**config.mk**
```make
export PLATFORM = sky130hd
export DESIGN_NAME = bli_port
export DESIGN_NICKNAME = d
export VERILOG_FILES = /design/src/bli_pkg.sv /design/src/bli_port.sv
export VERILOG_INCLUDE_DIRS = /design/src
export SDC_FILE = /design/constraint.sdc
export NUM_CORES = 1
export LEC_CHECK = 0
export BUFFER_PORTS_ARGS = -buffer_cell sky130_fd_sc_hd__buf_2
export CAP_MARGIN = 20
export CORE_MARGIN = 10
export CORE_UTILIZATION = 30
export DETAILED_ROUTE_END_ITERATION = 12
export GPL_TIMING_DRIVEN = 0
export PLACE_DENSITY = 0.53
export SLEW_MARGIN = 5
export SYNTH_ARGS = -nofsm -noshare
export SYNTH_HDL_FRONTEND = slang
export SYNTH_SLANG_ARGS = --single-unit
export TNS_END_PERCENT = 20
```
**constraint.sdc**
```tcl
create_clock -name clk_i -period 2.5 [get_ports clk_i]
set_input_delay 0.5 -clock clk_i [delete_from_list [all_inputs] [get_ports clk_i]]
set_output_delay 0.5 -clock clk_i [all_outputs]
set_load 0.02 [all_outputs]
```
**src/bli_cfg.svh**
```systemverilog
// Constants of the bit-level two-wire port: register indexes, field positions,
// reset values and timing figures. Included by the package and the port.
`ifndef BLI_CFG_SVH
`define BLI_CFG_SVH
// ----------------------------------------
// Register indexes (byte address is four times the index)
// ----------------------------------------
`define BLI_IDX_CTRL 8'hd8
`define BLI_IDX_DATA 8'hd9
`define BLI_IDX_EVENT 8'hda
`define BLI_IDX_MIRROR 8'hdb
// ----------------------------------------
// Field positions
// ----------------------------------------
`define BLI_B_DATA 7
`define BLI_B_CLK 6
`define BLI_B_RISE 5
`define BLI_B_BUSY 4
`define BLI_B_RDONE 3
`define BLI_B_WDONE 2
`define BLI_B_STR 1
`define BLI_B_ENS 0
`define BLI_B_START 7
// ----------------------------------------
// Reset values
// ----------------------------------------
`define BLI_RST_DOUT 1'b1
`define BLI_RST_COUT 1'b1
`define BLI_RST_STR 1'b0
`define BLI_RST_ENS 1'b0
`define BLI_RST_LINE 1'b1
// ----------------------------------------
// Timing
// ----------------------------------------
`define BLI_CLK_KHZ 250000
`define BLI_XTAL_KHZ 16000
`define BLI_AC_DELAY_XTAL 28
`define BLI_AC_HIGH_XTAL 100
`define BLI_AC_PAUSE_XTAL 20
`define BLI_FILT_CLKS 3
`endif

```
**src/bli_pkg.sv**
```systemverilog
// Types shared by the bit-level two-wire port.
// Assumes bli_cfg.svh is on the include path.
package bli_pkg;
  `include "bli_cfg.svh"
  // Bus word of the register slave
  typedef logic [31:0] bli_word_t;
  // Automatic clock sequencer states
  typedef enum logic [1:0] {
    BLI_AC_IDLE,
    BLI_AC_WAIT,
    BLI_AC_HIGH
  } bli_ac_t;
endpackage

```
**src/bli_port.sv**
```systemverilog
// Bit-level two-wire serial port with Avalon-MM register slave.
// Assumes open-drain pads outside and one 250 MHz clock with synchronous reset.
//
// Summary of operation
// A detected start sets the start event flag at the next filtered clock fall.
// Writing zero to the start event bit clears it; one leaves it.
// Interrupt request is start event gated by global and two-wire enables.
// After a start the bus clock is held low until data register access.
// Low seven event register bits read undefined; writes to them ignored.
// Data register reads filtered data in bit 7, zeros below; write loads data out.
// Filtered data input is latched at each rising filtered clock edge.
// Data register bit 7 and control bit 7 share storage; no bit addressing.
// Data register access clears start, rise, read-done, write-done flags and stretch.
// Data register access starts automatic clock only when clock out bit is zero.
// Automatic clock pulse starts 28 crystal periods after access, lasts 100.
// If clock held low elsewhere, pulse counter pauses at 20 crystal periods.
// Software tests read-done after reads and write-done after writes.
// Software classifies failed reads by rise flag, clock input, bus-active.
// Failed write without read causes means lost arbitration.
// Control register read and write bit layouts as given.
// Read-modify-write on top control bits uses data out and clock out bits.
// Writing zero to rise flag clears it with read-done, write-done; one ignored.
// Every rising filtered clock edge sets the rise flag.
// Bus-active is set by start and cleared by stop.
// With stretch enable set, every clock low period is stretched until access.
// Start detection and stretching work only while interface enable is one.
// Start is data falling with clock high; stop is data rising with clock high.
`timescale 1ns/10ps
`include "bli_cfg.svh"

module bli_port #(
  parameter int XTAL_DIV = `BLI_CLK_KHZ / `BLI_XTAL_KHZ,
  parameter int FILT_LEN = `BLI_FILT_CLKS
) (
  // Clock and reset
  input wire logic clk_i,
  input wire logic rst_i,
  // Avalon-MM register slave
  input wire logic [9:0] avs_address_i,
  input wire logic avs_read_i,
  input wire logic avs_write_i,
  input wire bli_pkg::bli_word_t avs_writedata_i,
  output bli_pkg::bli_word_t avs_readdata_o,
  output logic avs_waitrequest_o,
  // Two-wire bus pins, open drain
  input wire logic scl_i,
  output logic scl_o,
  output logic scl_oe_n_o,
  input wire logic sda_i,
  output logic sda_o,
  output logic sda_oe_n_o,
  // Interrupt gating and request
  input wire logic global_irq_enable_i,
  input wire logic twowire_irq_enable_i,
  output logic irq_o
);
  import bli_pkg::*;

  // ----------------------------------------
  // Crystal-rate enable
  // ----------------------------------------
  logic [7:0] xdiv;
  wire xtal_tick = (xdiv == 8'(XTAL_DIV - 1));

  // One pulse per crystal period drives the automatic clock timing
  always_ff @(posedge clk_i) begin
    if (rst_i || xtal_tick) begin
      xdiv <= 8'h00;
    end else begin
      xdiv <= xdiv + 8'h01;
    end
  end

  // ----------------------------------------
  // Pin synchronisers and glitch filters
  // ----------------------------------------
  wire [1:0] pin_raw = {sda_i, scl_i};
  logic sync1 [2];
  logic sync2 [2];
  logic filt [2];
  logic [3:0] fcnt [2];

  // Input stage: two flops, then a level must hold FILT_LEN clocks to pass
  genvar g;
  generate
    for (g = 0; g < 2; g++) begin : g_pin
      always_ff @(posedge clk_i) begin
        if (rst_i) begin
          sync1[g] <= `BLI_RST_LINE;
          sync2[g] <= `BLI_RST_LINE;
          filt[g] <= `BLI_RST_LINE;
          fcnt[g] <= 4'h0;
        end else begin
          sync1[g] <= pin_raw[g];
          sync2[g] <= sync1[g];
          if (sync2[g] == filt[g]) begin
            fcnt[g] <= 4'h0;
          end else if (fcnt[g] == 4'(FILT_LEN - 1)) begin
            filt[g] <= sync2[g];
            fcnt[g] <= 4'h0;
          end else begin
            fcnt[g] <= fcnt[g] + 4'h1;
          end
        end
      end
    end
  endgenerate

  // ----------------------------------------
  // Bus edge and condition detection
  // ----------------------------------------
  logic scl_q;
  logic sda_q;
  wire filtered_clock_in = filt[0];
  wire filtered_sda = filt[1];

  // Previous filtered levels for edge detection
  always_ff @(posedge clk_i) begin
    if (rst_i) begin
      scl_q <= `BLI_RST_LINE;
      sda_q <= `BLI_RST_LINE;
    end else begin
      scl_q <= filtered_clock_in;
      sda_q <= filtered_sda;
    end
  end

  logic interface_enable;
  wire scl_rise = filtered_clock_in & ~scl_q;
  wire scl_fall = ~filtered_clock_in & scl_q;
  wire scl_high = filtered_clock_in & scl_q;
  // Conditions only count while the clock stays high on both samples
  wire start_det = interface_enable & scl_high & sda_q & ~filtered_sda;
  wire stop_det = interface_enable & scl_high & ~sda_q & filtered_sda;

  // ----------------------------------------
  // Avalon-MM slave: one wait state per access
  // ----------------------------------------
  logic ack_q;
  wire bus_req = avs_read_i | avs_write_i;
  assign avs_waitrequest_o = bus_req & ~ack_q;
  wire acc_rd = avs_read_i & ack_q;
  wire acc_wr = avs_write_i & ack_q;
  wire hit_ctrl = (avs_address_i == {`BLI_IDX_CTRL, 2'b00});
  wire hit_data = (avs_address_i == {`BLI_IDX_DATA, 2'b00});
  wire hit_evt = (avs_address_i == {`BLI_IDX_EVENT, 2'b00});
  wire hit_mirror = (avs_address_i == {`BLI_IDX_MIRROR, 2'b00});
  wire [7:0] wbyte = avs_writedata_i[7:0];
  wire wr_ctrl = acc_wr & hit_ctrl;
  wire wr_evt = acc_wr & hit_evt;
  wire wr_data = acc_wr & hit_data;
  // Whole-register access only: any read or write of the data word counts
  wire data_access = (acc_rd | acc_wr) & hit_data;

  // Acknowledge toggles so each request sees exactly one wait cycle
  always_ff @(posedge clk_i) begin
    if (rst_i) begin
      ack_q <= 1'b0;
    end else begin
      ack_q <= bus_req & ~ack_q;
    end
  end

  // ----------------------------------------
  // Control bits written by software
  // ----------------------------------------
  logic data_out_bit;
  logic clock_out_bit;
  logic stretch_all_enable;

  // Data out is one storage bit for both the data and control words
  always_ff @(posedge clk_i) begin
    if (rst_i) begin
      data_out_bit <= `BLI_RST_DOUT;
      clock_out_bit <= `BLI_RST_COUT;
      stretch_all_enable <= `BLI_RST_STR;
      interface_enable <= `BLI_RST_ENS;
    end else begin
      if (wr_data || wr_ctrl || (acc_wr && hit_mirror)) begin
        data_out_bit <= wbyte[`BLI_B_DATA];
      end
      if (wr_ctrl || (acc_wr && hit_mirror)) begin
        clock_out_bit <= wbyte[`BLI_B_CLK];
        stretch_all_enable <= wbyte[`BLI_B_STR];
        interface_enable <= wbyte[`BLI_B_ENS];
      end
    end
  end

  // ----------------------------------------
  // Status flags; a hardware set always beats a clear
  // ----------------------------------------
  logic filtered_data_in;
  logic clock_rise_flag;
  logic bus_active_flag;
  logic read_bit_done;
  logic write_bit_done;
  logic arb_lost;
  logic start_pend;
  logic start_event;
  logic stretch_q;

  wire wr_ctrl_any = wr_ctrl | (acc_wr & hit_mirror);
  wire clr_rise = data_access | (wr_ctrl_any & ~wbyte[`BLI_B_RISE]);
  wire clr_start = data_access | (wr_evt & ~wbyte[`BLI_B_START]);
  // Pulse finished cleanly: had a rise, no start seen, no stop seen
  wire rdone_set = scl_fall & clock_rise_flag & bus_active_flag
                   & ~start_event & ~start_pend;
  wire lose_now = scl_rise & data_out_bit & ~filtered_sda;
  wire wdone_set = rdone_set & ~arb_lost;

  // Data bit is sampled on the filtered rising edge
  always_ff @(posedge clk_i) begin
    if (rst_i) begin
      filtered_data_in <= `BLI_RST_LINE;
    end else if (scl_rise) begin
      filtered_data_in <= filtered_sda;
    end
  end

  // Rise flag with its dependent completion flags
  always_ff @(posedge clk_i) begin
    if (rst_i) begin
      clock_rise_flag <= 1'b0;
      read_bit_done <= 1'b0;
      write_bit_done <= 1'b0;
      arb_lost <= 1'b0;
    end else begin
      clock_rise_flag <= scl_rise | (clock_rise_flag & ~clr_rise);
      read_bit_done <= rdone_set | (read_bit_done & ~clr_rise);
      write_bit_done <= wdone_set | (write_bit_done & ~clr_rise);
      arb_lost <= lose_now | (arb_lost & ~clr_rise);
    end
  end

  // Bus activity tracking; disabling the port forgets the bus state
  always_ff @(posedge clk_i) begin
    if (rst_i || !interface_enable) begin
      bus_active_flag <= 1'b0;
      start_pend <= 1'b0;
    end else begin
      if (start_det) begin
        bus_active_flag <= 1'b1;
      end else if (stop_det) begin
        bus_active_flag <= 1'b0;
      end
      start_pend <= start_det | (start_pend & ~scl_fall & ~stop_det);
    end
  end

  // Start event flag raised at the first clock fall after a start
  always_ff @(posedge clk_i) begin
    if (rst_i) begin
      start_event <= 1'b0;
    end else begin
      start_event <= (scl_fall & start_pend) | (start_event & ~clr_start);
    end
  end

  // Stretch latch pulls the clock low until software touches the data word
  always_ff @(posedge clk_i) begin
    if (rst_i || !interface_enable) begin
      stretch_q <= 1'b0;
    end else begin
      stretch_q <= (scl_fall & (stretch_all_enable | start_pend))
                   | (stretch_q & ~data_access);
    end
  end

  // ----------------------------------------
  // Automatic clock sequencer
  // ----------------------------------------
  bli_ac_t ac_state;
  bli_ac_t next_ac_state;
  logic [6:0] ac_cnt;
  logic [6:0] next_ac_cnt;
  // Pulse only when the software clock bit is low; it is ORed onto the line
  wire ac_start = data_access & ~clock_out_bit;
  wire ac_high = (ac_state == BLI_AC_HIGH);
  // Another device holding the line low freezes the count mid-pulse
  wire ac_hold = (ac_cnt == 7'(`BLI_AC_PAUSE_XTAL)) & ~filtered_clock_in;

  // Next state: delay, then high pulse, counted in crystal periods
  always_comb begin
    next_ac_state = ac_state;
    next_ac_cnt = ac_cnt;
    if (ac_start) begin
      next_ac_state = BLI_AC_WAIT;
      next_ac_cnt = 7'h00;
    end else if (xtal_tick) begin
      unique case (ac_state)
        BLI_AC_IDLE: begin
          next_ac_cnt = 7'h00;
        end
        BLI_AC_WAIT: begin
          if (ac_cnt == 7'(`BLI_AC_DELAY_XTAL - 1)) begin
            next_ac_state = BLI_AC_HIGH;
            next_ac_cnt = 7'h00;
          end else begin
            next_ac_cnt = ac_cnt + 7'h01;
          end
        end
        BLI_AC_HIGH: begin
          if (ac_hold) begin
            next_ac_cnt = ac_cnt;
          end else if (ac_cnt == 7'(`BLI_AC_HIGH_XTAL - 1)) begin
            next_ac_state = BLI_AC_IDLE;
            next_ac_cnt = 7'h00;
          end else begin
            next_ac_cnt = ac_cnt + 7'h01;
          end
        end
      endcase
    end
  end

  // Sequencer registers
  always_ff @(posedge clk_i) begin
    if (rst_i) begin
      ac_state <= BLI_AC_IDLE;
      ac_cnt <= 7'h00;
    end else begin
      ac_state <= next_ac_state;
      ac_cnt <= next_ac_cnt;
    end
  end

  // ----------------------------------------
  // Pin drivers: open drain, enable low pulls the line low
  // ----------------------------------------
  wire scl_pull = ~(clock_out_bit | ac_high) | stretch_q;
  assign scl_o = 1'b0;
  assign sda_o = 1'b0;

  // Registered enables keep glitches off the bus
  always_ff @(posedge clk_i) begin
    if (rst_i) begin
      scl_oe_n_o <= 1'b1;
      sda_oe_n_o <= 1'b1;
      irq_o <= 1'b0;
    end else begin
      scl_oe_n_o <= ~scl_pull;
      sda_oe_n_o <= data_out_bit;
      irq_o <= start_event & global_irq_enable_i & twowire_irq_enable_i;
    end
  end

  // ----------------------------------------
  // Read data selection
  // ----------------------------------------
  wire [5:0] status_low = {clock_rise_flag, bus_active_flag, read_bit_done,
                           write_bit_done, stretch_all_enable, interface_enable};
  wire [7:0] ctrl_rd = {filtered_data_in, filtered_clock_in, status_low};
  // Output-latch view for read-modify-write of the top two bits
  wire [7:0] mirror_rd = {data_out_bit, clock_out_bit, status_low};
  wire [7:0] data_rd = {filtered_data_in, 7'h00};
  // Undefined low bits read as zero
  wire [7:0] evt_rd = {start_event, 7'h00};
  wire [7:0] rd_byte = hit_ctrl ? ctrl_rd :
                       hit_data ? data_rd :
                       hit_evt ? evt_rd :
                       hit_mirror ? mirror_rd : 8'h00;

  // Read word captured in the wait cycle, stands at the accepting edge
  always_ff @(posedge clk_i) begin
    if (rst_i) begin
      avs_readdata_o <= 32'h0000_0000;
    end else if (avs_read_i && !ack_q) begin
      avs_readdata_o <= {24'h00_0000, rd_byte};
    end
  end

endmodule // bli_port

```
* Yosys cells after proc, flatten, opt, wreduce, memory -nomap -nowiden
Memory sizes are Yosys's and may differ from the RTL's.
Cells that the tools add are included.
** Operators by class
- Add/subtract/negate cells :: 4
- Equal/unequal tests :: 20
- Multiplexer cells :: 53
- Bitwise operators :: 84
- Reductions and logical operators :: 18
** Operator list (count)
- $eq 10x10->1 const B :: 4
- $and 1x1->1 :: 39
- $mux 1 :: 35
- $mux 8 :: 4
- $or 1x1->1 :: 27
- $mux 4 :: 6
- $mux 7 :: 3
- $pmux 7 s3 :: 1
- $not 1->1 :: 18
- $eq 7x5->1 const B :: 2
- $reduce_and 5->1 :: 2
- $add 4x1->4 const B :: 2
- $add 8x1->8 const B :: 1
- $eq 4x2->1 const B :: 2
- $eq 8x4->1 const B :: 1
- $add 7x1->7 const B :: 1
- $eq 7x7->1 const B :: 1
- $mux 2 :: 3
- $ne 3x3->1 const B :: 2
- $reduce_bool 2->1 :: 3
- $logic_or 1x1->1 :: 5
- $ne 2x2->1 const B :: 2
- $pmux 2 s2 :: 1
- $ne 3x2->1 const B :: 1
- other kinds (10) :: 13
** Word-level totals
- Bits in registers :: 44
- Memory bits (writable) :: 14
- Input bits :: 50
- Output and inout port bits :: 38
- Logic and storage cells :: 207
- Memories :: 4
** Memory list
- fcnt :: words 2, bits a word 4, rd ports 2, clocked after memory_dff 0, write ports 2, RTL line bli_port.sv:81 : logic [3:0] fcnt [2];
- filt :: words 2, bits a word 1, rd ports 2, clocked after memory_dff 0, write ports 2, RTL line bli_port.sv:80 : logic filt [2];
- sync1 :: words 2, bits a word 1, rd ports 2, clocked after memory_dff 0, write ports 2, RTL line bli_port.sv:78 : logic sync1 [2];
- sync2 :: words 2, bits a word 1, rd ports 2, clocked after memory_dff 0, write ports 2, RTL line bli_port.sv:79 : logic sync2 [2];

* Logic depth before layout (Yosys ltp)
Gate-level depths: netlist of run 1.
An unclocked memory read counts as a cell.
- Depth in word-level cells :: 9
- Depth in mapped cells :: 7
- Depth with buffers taken out :: 7

* Worst setup path before layout of run 1
Ideal clock, no wire load.
- Kind :: input to register
- Start point :: input port avs_address_i[7]
- End point :: register clock_out_bit
- Library setup time :: 129 ps
- Arrival :: 1732 ps
- Required time :: 2371 ps
- Slack :: 640 ps
- Stages :: 6
- Cell sequence :: nor4b_2 > and3_1 > or4b_1 > buf_2 > mux2i_1 > nand2_1
** On the way
- Word-level cells in the longest chain between the ends :: 3
** RTL lines
- from (decl) :: RTL line bli_port.sv:39 : input wire logic [9:0] avs_address_i,
- $eq 10x10->1, on equally long branches :: RTL line bli_port.sv:144, bli_port.sv:147
- $and 1x1->1 or $logic_and 1x1->1 (tied branches) :: RTL line bli_port.sv:149, bli_port.sv:182
- $logic_or 1x1->1 * :: RTL line bli_port.sv:182 : if (wr_ctrl || (acc_wr && hit_mirror)) begin
- to (signal assigned) :: RTL line bli_port.sv:175 : clock_out_bit <= `BLI_RST_COUT;
- to (signal assigned) :: RTL line bli_port.sv:183 : clock_out_bit <= wbyte[`BLI_B_CLK];
- to (decl) :: RTL line bli_port.sv:168 : logic clock_out_bit;
Every way passes the cells marked *; elsewhere a longest branch is shown, timed or not.
A chain may end at the register's enable or synchronous reset.

==> metrics.yaml, run 1 <==
critPathCaptureType: "flip-flop"
wirelength_um: 6170
track_usage_pct: 9.49
status: "complete, no violations"
synth_ff_type: "dfxtp_1"
yosys.cell_count.top_type: "dfxtp_1"
routed_via_density: 4.43
fin_total_pwr_mw: 2.17
yosys.area_share.simple_pct: 23.4
yosysSeqAreaShare_pct: 44.3
drtIter0Drc: 99
drv_slew: 0
post_drt_wl_per_cell_um: 12.1
grt_pass1_wl_um: 10200
synth_top_family_by_area: "simple AND/OR/NAND/NOR gates"
cts_buffer_depth: 2
port_buffers: 34
clockRootBuffer: "clkbuf_8"
layout.nets: 453
instances_no_fill: 509
ir_worst_vdd_uv: 267
netlist.area_leader.share_pct: 34.8
arrival_ns: 2.06
dieHeight_um: 117
hold_viol_final: 0
crit_fanout: 10
finalCritPeriodShare_pct: 73.6
cts_tree: "done"
synthMuxAreaShare_pct: 1.77
cts_buffers: 9
post-cts-setup-buffers: 0
startpoint_type: "flip-flop"
syn_avg_cell_area_um2: 8.93
first_global_vias: 2142
ys_async_sr_fraction_pct: 0
synth_fa_ha_area_share_pct: 4.43
synth_xor_area_share_pct: 3.41
hold_path.class: "in -> reg"
post-route-util_pct: 38.0
synth_edf_count: 9
max_stage_delay_ns: 0.38
cp_num_buf_inv: 1
synth_common_cells: "dfxtp_1 (49), nor2_1 (40), nand2_1 (29)"
grt_max_degree: 13
cp_cell_sequence: "clkbuf_1, and4bb_2, a41o_1, o31ai_1, a21oi_1"
die_area_mm2: 0.0137
drcViolationCount: 0
die_w_um: 117
core_mm2: 0.00920
vias: 2254
period_minus_slack_ns: 1.84
critical_path_class: "reg -> reg"
synth.area.top_cells: "dfxtp_1 (35%), edfxtp_1 (9.6%), buf_4 (6.9%), nor2_1 (5.3%), ha_1 (4.4%)"
synthesis.area_mm2: 0.00282
antenna_found_initial: 0
setup_violations: 0
dp_hpwl_um: 4760
fmax_mhz: 544
initial_core_util_pct: 30.7
syn_inst: 316
cts.sinks: 58
maxCapViolCount: 0
synthToLayoutAreaGrowth_pct: 23.8
dp_cells: 493
grt_overflow: 0
fin_ws_ns: 0.661
ctsResizeCount: 0
power_density_mw_per_mm2: 622
p_leak_nw: 1.47
max-slew-margin-rel_pct: 58.0
place_ws_ns: 0.379
io_pins: 88
synth_top_area_cell: "dfxtp_1"
ys_ff_latch: 58
insertion_delay_ns: 0.34
worst_clock_skew_ns: 0.00772
synth_cell_type_count: 46
timing.setup.tns_ns: 0
synth_warnings: 0
critPathTopFamily: "compound AO/OA/AOI/OAI gates"
drive_above_1_share_pct: 21.9
cts-hold-fix-buffers: 0
rsz0062_at_grt: "no"
antenna_cells: 0
crit_slowest_cell: "clkbuf_1"
synth_compound_area_share_pct: 12.9
detail_route.first_pass.iterations: 4
clkTransAtPathRegs_ns: 0.07
place.gp.congestion: 0.779
cts_max_level: 3
fp-row-count: 35
tightest_slew_ns: 0.628
required_ns: 2.72
antenna_left: 0
path summary, 6_finish.rpt:
path / from / end / slack [ns] / cells past startpoint
worst max-delay path: filt[0]$_SDFFCE_PN1P_ / ac_state[0]$_SDFFE_PP0P_ / 0.66 / 5
worst min-delay path: sda_i / sync1[1]$_DFF_P_ / 0.34 / 2
worst min register to register: sync1[0]$_DFF_P_ / sync2[0]$_DFF_P_ / 0.41 / 1
worst max register to register: filt[0]$_SDFFCE_PN1P_ / ac_state[0]$_SDFFE_PP0P_ / 0.66 / 5
registers in the layout, summed over array words and instances (netlist names), 2 cells and up:
register,count
avs_readdata_o,8
fcnt,8
xdiv,8
ac_cnt,7
ac_state,2
filt,2
sync1,2
sync2,2
power by group:
part | internal, mW | leakage, nW | switching [mW]
clock | 0.630 | 0.122 | 0.409
sequential | 0.963 | 0.486 | 0.0127
combinational | 0.0651 | 0.861 | 0.0947
total | 1.66 | 1.47 | 0.517
cells by family after synthesis:
| group | count (synthesis) |
|---|---|
| AOI/OAI and AO/OA | 55 |
| buffers and inverters | 45 |
| and+or+nand+nor | 130 |
| muxes | 5 |
| adders and majority gates | 10 |
| DFF | 58 |
| other | 2 |
| xor gates and xnor gates | 11 |
routing by layer:
metal	global-route usage, %	part of all wire, %	up-vias
li1	-	-	1191
met1	10.9	44	1018
met2	15.4	48	35
met3	3.77	5.8	10
met4	3.95	1.7	0
met5	0	0	-
cells in the final DEF (no fill, tap or decap), drive strengths merged, types with 2 or more instances in the layout:
cell | synthesis | layout
nor2b | 7 | 7
clkbuf | 6 | 16
nor3b | 6 | 6
conb | 2 | 34
a31oi | 6 | 6
a21o | 2 | 2
xor2 | 7 | 7
nor3 | 7 | 7
buf | 27 | 61
a21boi | 2 | 2
or2 | 6 | 6
nor2 | 40 | 40
nand3b | 2 | 2
or3 | 3 | 3
nand3 | 12 | 12
o21ai | 10 | 10
mux2i | 5 | 5
xnor2 | 4 | 4
and3 | 2 | 2
dfxtp | 49 | 49
nand4 | 4 | 4
a21oi | 15 | 15
inv | 12 | 13
o31ai | 2 | 2
nand2 | 29 | 29
bufinv | 0 | 2
nor4b | 2 | 2
a22oi | 7 | 7
nand2b | 3 | 3
ha | 10 | 10
clkinv | 0 | 3
o211ai | 3 | 3
and2 | 2 | 2
edfxtp | 9 | 9
metrics by stage:
stage | hold WS (ns) | cell area [µm²]
final | 0.344 | 3500
after global routing | 0.334 | 3500
after CTS | 0.333 | 3500
after detailed placement | 0.399 | 3250
after global placement | 0.392 | 3250
after floorplan | 0.389 | 2940
area by class of cell:
cell class	count	area [µm²]
Sequential cell	58	1250
Buffer	33	223
Multi-Input combinational cell	245	1420
Clock inverter	6	95.1
Timing Repair Buffer	34	170
Fill cell	967	5700
Inverter	12	45.0
Tap cell	111	139
Clock buffer	10	149
No activity file was read; power rests on OpenSTA's default activity.
==> run 2: changes to the inputs <==
--- a/config.mk
+++ b/config.mk
@@ -12,7 +12,7 @@
 export CORE_UTILIZATION = 30
 export DETAILED_ROUTE_END_ITERATION = 12
 export GPL_TIMING_DRIVEN = 0
-export PLACE_DENSITY = 0.53
+export PLACE_DENSITY = 0.54
 export SLEW_MARGIN = 5
 export SYNTH_ARGS = -nofsm -noshare
 export SYNTH_HDL_FRONTEND = slang
==> constraint.sdc (replaced) <==
create_clock -name clk_i -period 1.65 [get_ports clk_i]
set_input_delay 0.33 -clock clk_i [delete_from_list [all_inputs] [get_ports clk_i]]
set_output_delay 0.33 -clock clk_i [all_outputs]
set_load 0.02 [all_outputs]
==> run 2 against run 1 <==
Compared with the run above: clock skew barely moved; count of clock-buffer cells in the layout rose by 2; sequential power rose by 52%; power rose by 48%; clock power rose by 43%; critical path depth rose by 1; die area did not move; flip-flop and latch count did not move; fmax rose by 15%.
==> metrics.yaml, run 2 (same netlist as run 1, synthesis figures left out) <==
final_cell_mix: "dfxtp_1 (47), nor2_1 (40), buf_2 (35), buf_4 (35), conb_1 (34)"  # was dfxtp_1 (49), nor2_1 (40), buf_2 (35)
clockRootBuffer: "clkbuf_8"  # unchanged
crit_end: "ac_state[0]$_SDFFE_PP0P_"  # unchanged
r2r_end: "ac_state[0]$_SDFFE_PP0P_"  # unchanged
critPathTopFamily: "compound AO/OA/AOI/OAI gates"  # unchanged
status: "complete, no violations"  # unchanged
finalCritPeriodShare_pct: 96.8  # was 73.6%
dp_hpwl_um: 4800  # was 4760 µm
reg2reg_from: "ac_state[0]$_SDFFE_PP0P_"  # was filt[0]$_SDFFCE_PN1P_
required_ns: 1.86  # was 2.72 ns
layout.nets: 462  # was 453
cts.sinks: 58  # unchanged
antenna_left: 0  # unchanged
grt_overflow: 0  # unchanged
grt_max_degree: 11  # was 13
routed_via_density: 4.49  # was 4.43
core_mm2: 0.00920  # unchanged
port_buffers: 34  # unchanged
initial_core_util_pct: 30.7  # unchanged
wirelength_um: 6480  # was 6170 µm
rsz0062_at_grt: "yes"  # was no
cts_buffers: 9  # unchanged
power_density_mw_per_mm2: 875  # was 622 mW/mm²
drive_above_1_share_pct: 27.0  # was 21.9%
setup_violations: 0  # unchanged
cp_num_buf_inv: 1  # unchanged
ff2ff_path_depth: 6  # was 5
drv_slew: 0  # unchanged
die_area_mm2: 0.0137  # unchanged
fp-row-count: 35  # unchanged
cts_buffer_depth: 2  # unchanged
antenna_found_initial: 0  # unchanged
p_leak_nw: 1.53  # was 1.47 nW
worst_clock_skew_ns: 0.00756  # was 0.00772 ns
critical_path_class: "reg -> reg"  # unchanged
postPlaceCellArea_mm2: 0.00326  # was 0.00325 mm²
clkTransAtPathRegs_ns: 0.06  # was 0.07 ns
synthToLayoutAreaGrowth_pct: 30.2  # was 23.8%
die_w_um: 117  # unchanged
crit_fanout: 6  # was 10
place.gp.congestion: 0.782  # was 0.779
tightest_slew_ns: 0.617  # was 0.628 ns
largestRegisters: "avs_readdata_o (8), fcnt (8), xdiv (8)"  # unchanged
cts-hold-fix-buffers: 0  # unchanged
fmax_mhz: 626  # was 544 MHz
cts_tree: "done"  # unchanged
io_pins: 88  # unchanged
critPathCaptureType: "flip-flop"  # unchanged
crit_slowest_cell: "dfxtp_4"  # was clkbuf_1
cp_num_cells: 6  # was 5
hold_viol_final: 0  # unchanged
max-slew-margin-rel_pct: 58.8  # was 58.0%
ir_worst_vdd_uv: 439  # was 267 µV
maxCapViolCount: 0  # unchanged
cp_cell_sequence: "inv_1, ha_4, and4bb_2, a41o_4, o31ai_4, a21oi_1"  # was clkbuf_1, and4bb_2, a41o_1, o31ai_1, a21oi_1
arrival_ns: 1.80  # was 2.06 ns
period_minus_slack_ns: 1.60  # was 1.84 ns
cts_max_level: 3  # unchanged
r2r_slack_ns: 0.05  # was 0.66 ns
first_global_vias: 2249  # was 2,142
max_stage_delay_ns: 0.37  # was 0.38 ns
startpoint_type: "flip-flop"  # unchanged
final_common_cell: "dfxtp_1"  # unchanged
dieHeight_um: 117  # unchanged
grt_pass1_wl_um: 10400  # was 10,200 µm
drtIter0Drc: 71  # was 99
worstSetupStartpoint: "ac_state[0]$_SDFFE_PP0P_"  # was filt[0]$_SDFFCE_PN1P_
post_drt_wl_per_cell_um: 12.5  # was 12.1 µm
vias: 2326  # was 2,254
design_area_mm2: 0.00367  # was 0.00350 mm²
track_usage_pct: 9.69  # was 9.49%
fin_total_pwr_mw: 3.21  # was 2.17 mW
detail_route.first_pass.iterations: 4  # unchanged
drcViolationCount: 0  # unchanged
insertion_delay_ns: 0.34  # about the same
antenna_cells: 0  # unchanged
hold_path.class: "in -> reg"  # unchanged
[run 2: cell types whose count changed in the layout (fill, tap and decap cells not counted), sizes merged]
cell    delta
buf       +11
inv        -1
clkinv     -1
[run 2: layout make-up]
type	instances	area, µm²
Fill cell	938	5520
Multi-Input combinational cell	245	1530
Sequential cell	58	1260
Timing Repair Buffer	45	260
Buffer	31	215
Clock buffer	12	155
Tap cell	111	139
Clock inverter	4	73.8
Inverter	12	45.0
[run 2: repair_timing]
| item | in CTS | in global routing |
|---|---|---|
| setup endpoints to repair | 9 | 21 |
| endpoints found under the hold margin | 0 | 0 |
| resized for setup | 7 | 14 |
| gates cloned | 0 | 0 |
| buffers inserted | 6 | 5 |
| pin swaps | 5 | 9 |
[run 2: per-stage QoR]
stage	hold WS (ns)	utilization [%]	TNS, ns	setup slack, ns	instances
2_1_floorplan	0.389	-	-0.0528	-0.0258	348
3_3_place_gp	0.392	35.5	-3.96	-0.257	493
3_5_place_dp	0.407	35.5	-3.95	-0.255	493
4_1_cts	0.164	38.8	-0.0195	-0.0195	514
5_1_grt	0.165	40.0	-0.124	-0.0766	518
6_report	0.173	40.0	0	0.0526	518
[run 2: power by group]
part	leakage [nW]	internal, mW	switching, mW
sequential	0.488	1.46	0.0200
combinational	0.928	0.101	0.146
clock	0.117	0.933	0.558
[run 2: how the worst min path moves through the flow]
stage	startpoint	end	slack [ns]	depth (start not counted)
4_1_cts	sda_i	sync1[1]$_DFF_P_	0.16	2
2_1_floorplan	sync1[0]$_DFF_P_	sync2[0]$_DFF_P_	0.39	1
3_5_place_dp	sync1[0]$_DFF_P_	sync2[0]$_DFF_P_	0.41	1
5_1_grt	sda_i	sync1[1]$_DFF_P_	0.17	2
6_report	sda_i	sync1[1]$_DFF_P_	0.17	2
3_3_place_gp	sync1[0]$_DFF_P_	sync2[0]$_DFF_P_	0.39	1
[run 2: metal layers]
metal | track usage [%] | wire, µm | up-vias
met5 | 0 | 0 | -
met4 | 3.95 | 75 | 0
met3 | 3.87 | 419 | 6
met2 | 16.6 | 3280 | 39
met1 | 10.4 | 2710 | 1071
li1 | - | - | 1210
[run 2: worst register-to-register path, delay by kind of cell (launching register included)]
family / cells / cell delay (ns)
flip-flops: 1 / 0.37
adder cells (fa/ha/maj): 1 / 0.17
AO/OA/AOI/OAI: 3 / 0.60
AND/OR/NAND/NOR: 1 / 0.26
buffers and inverters: 1 / 0.07
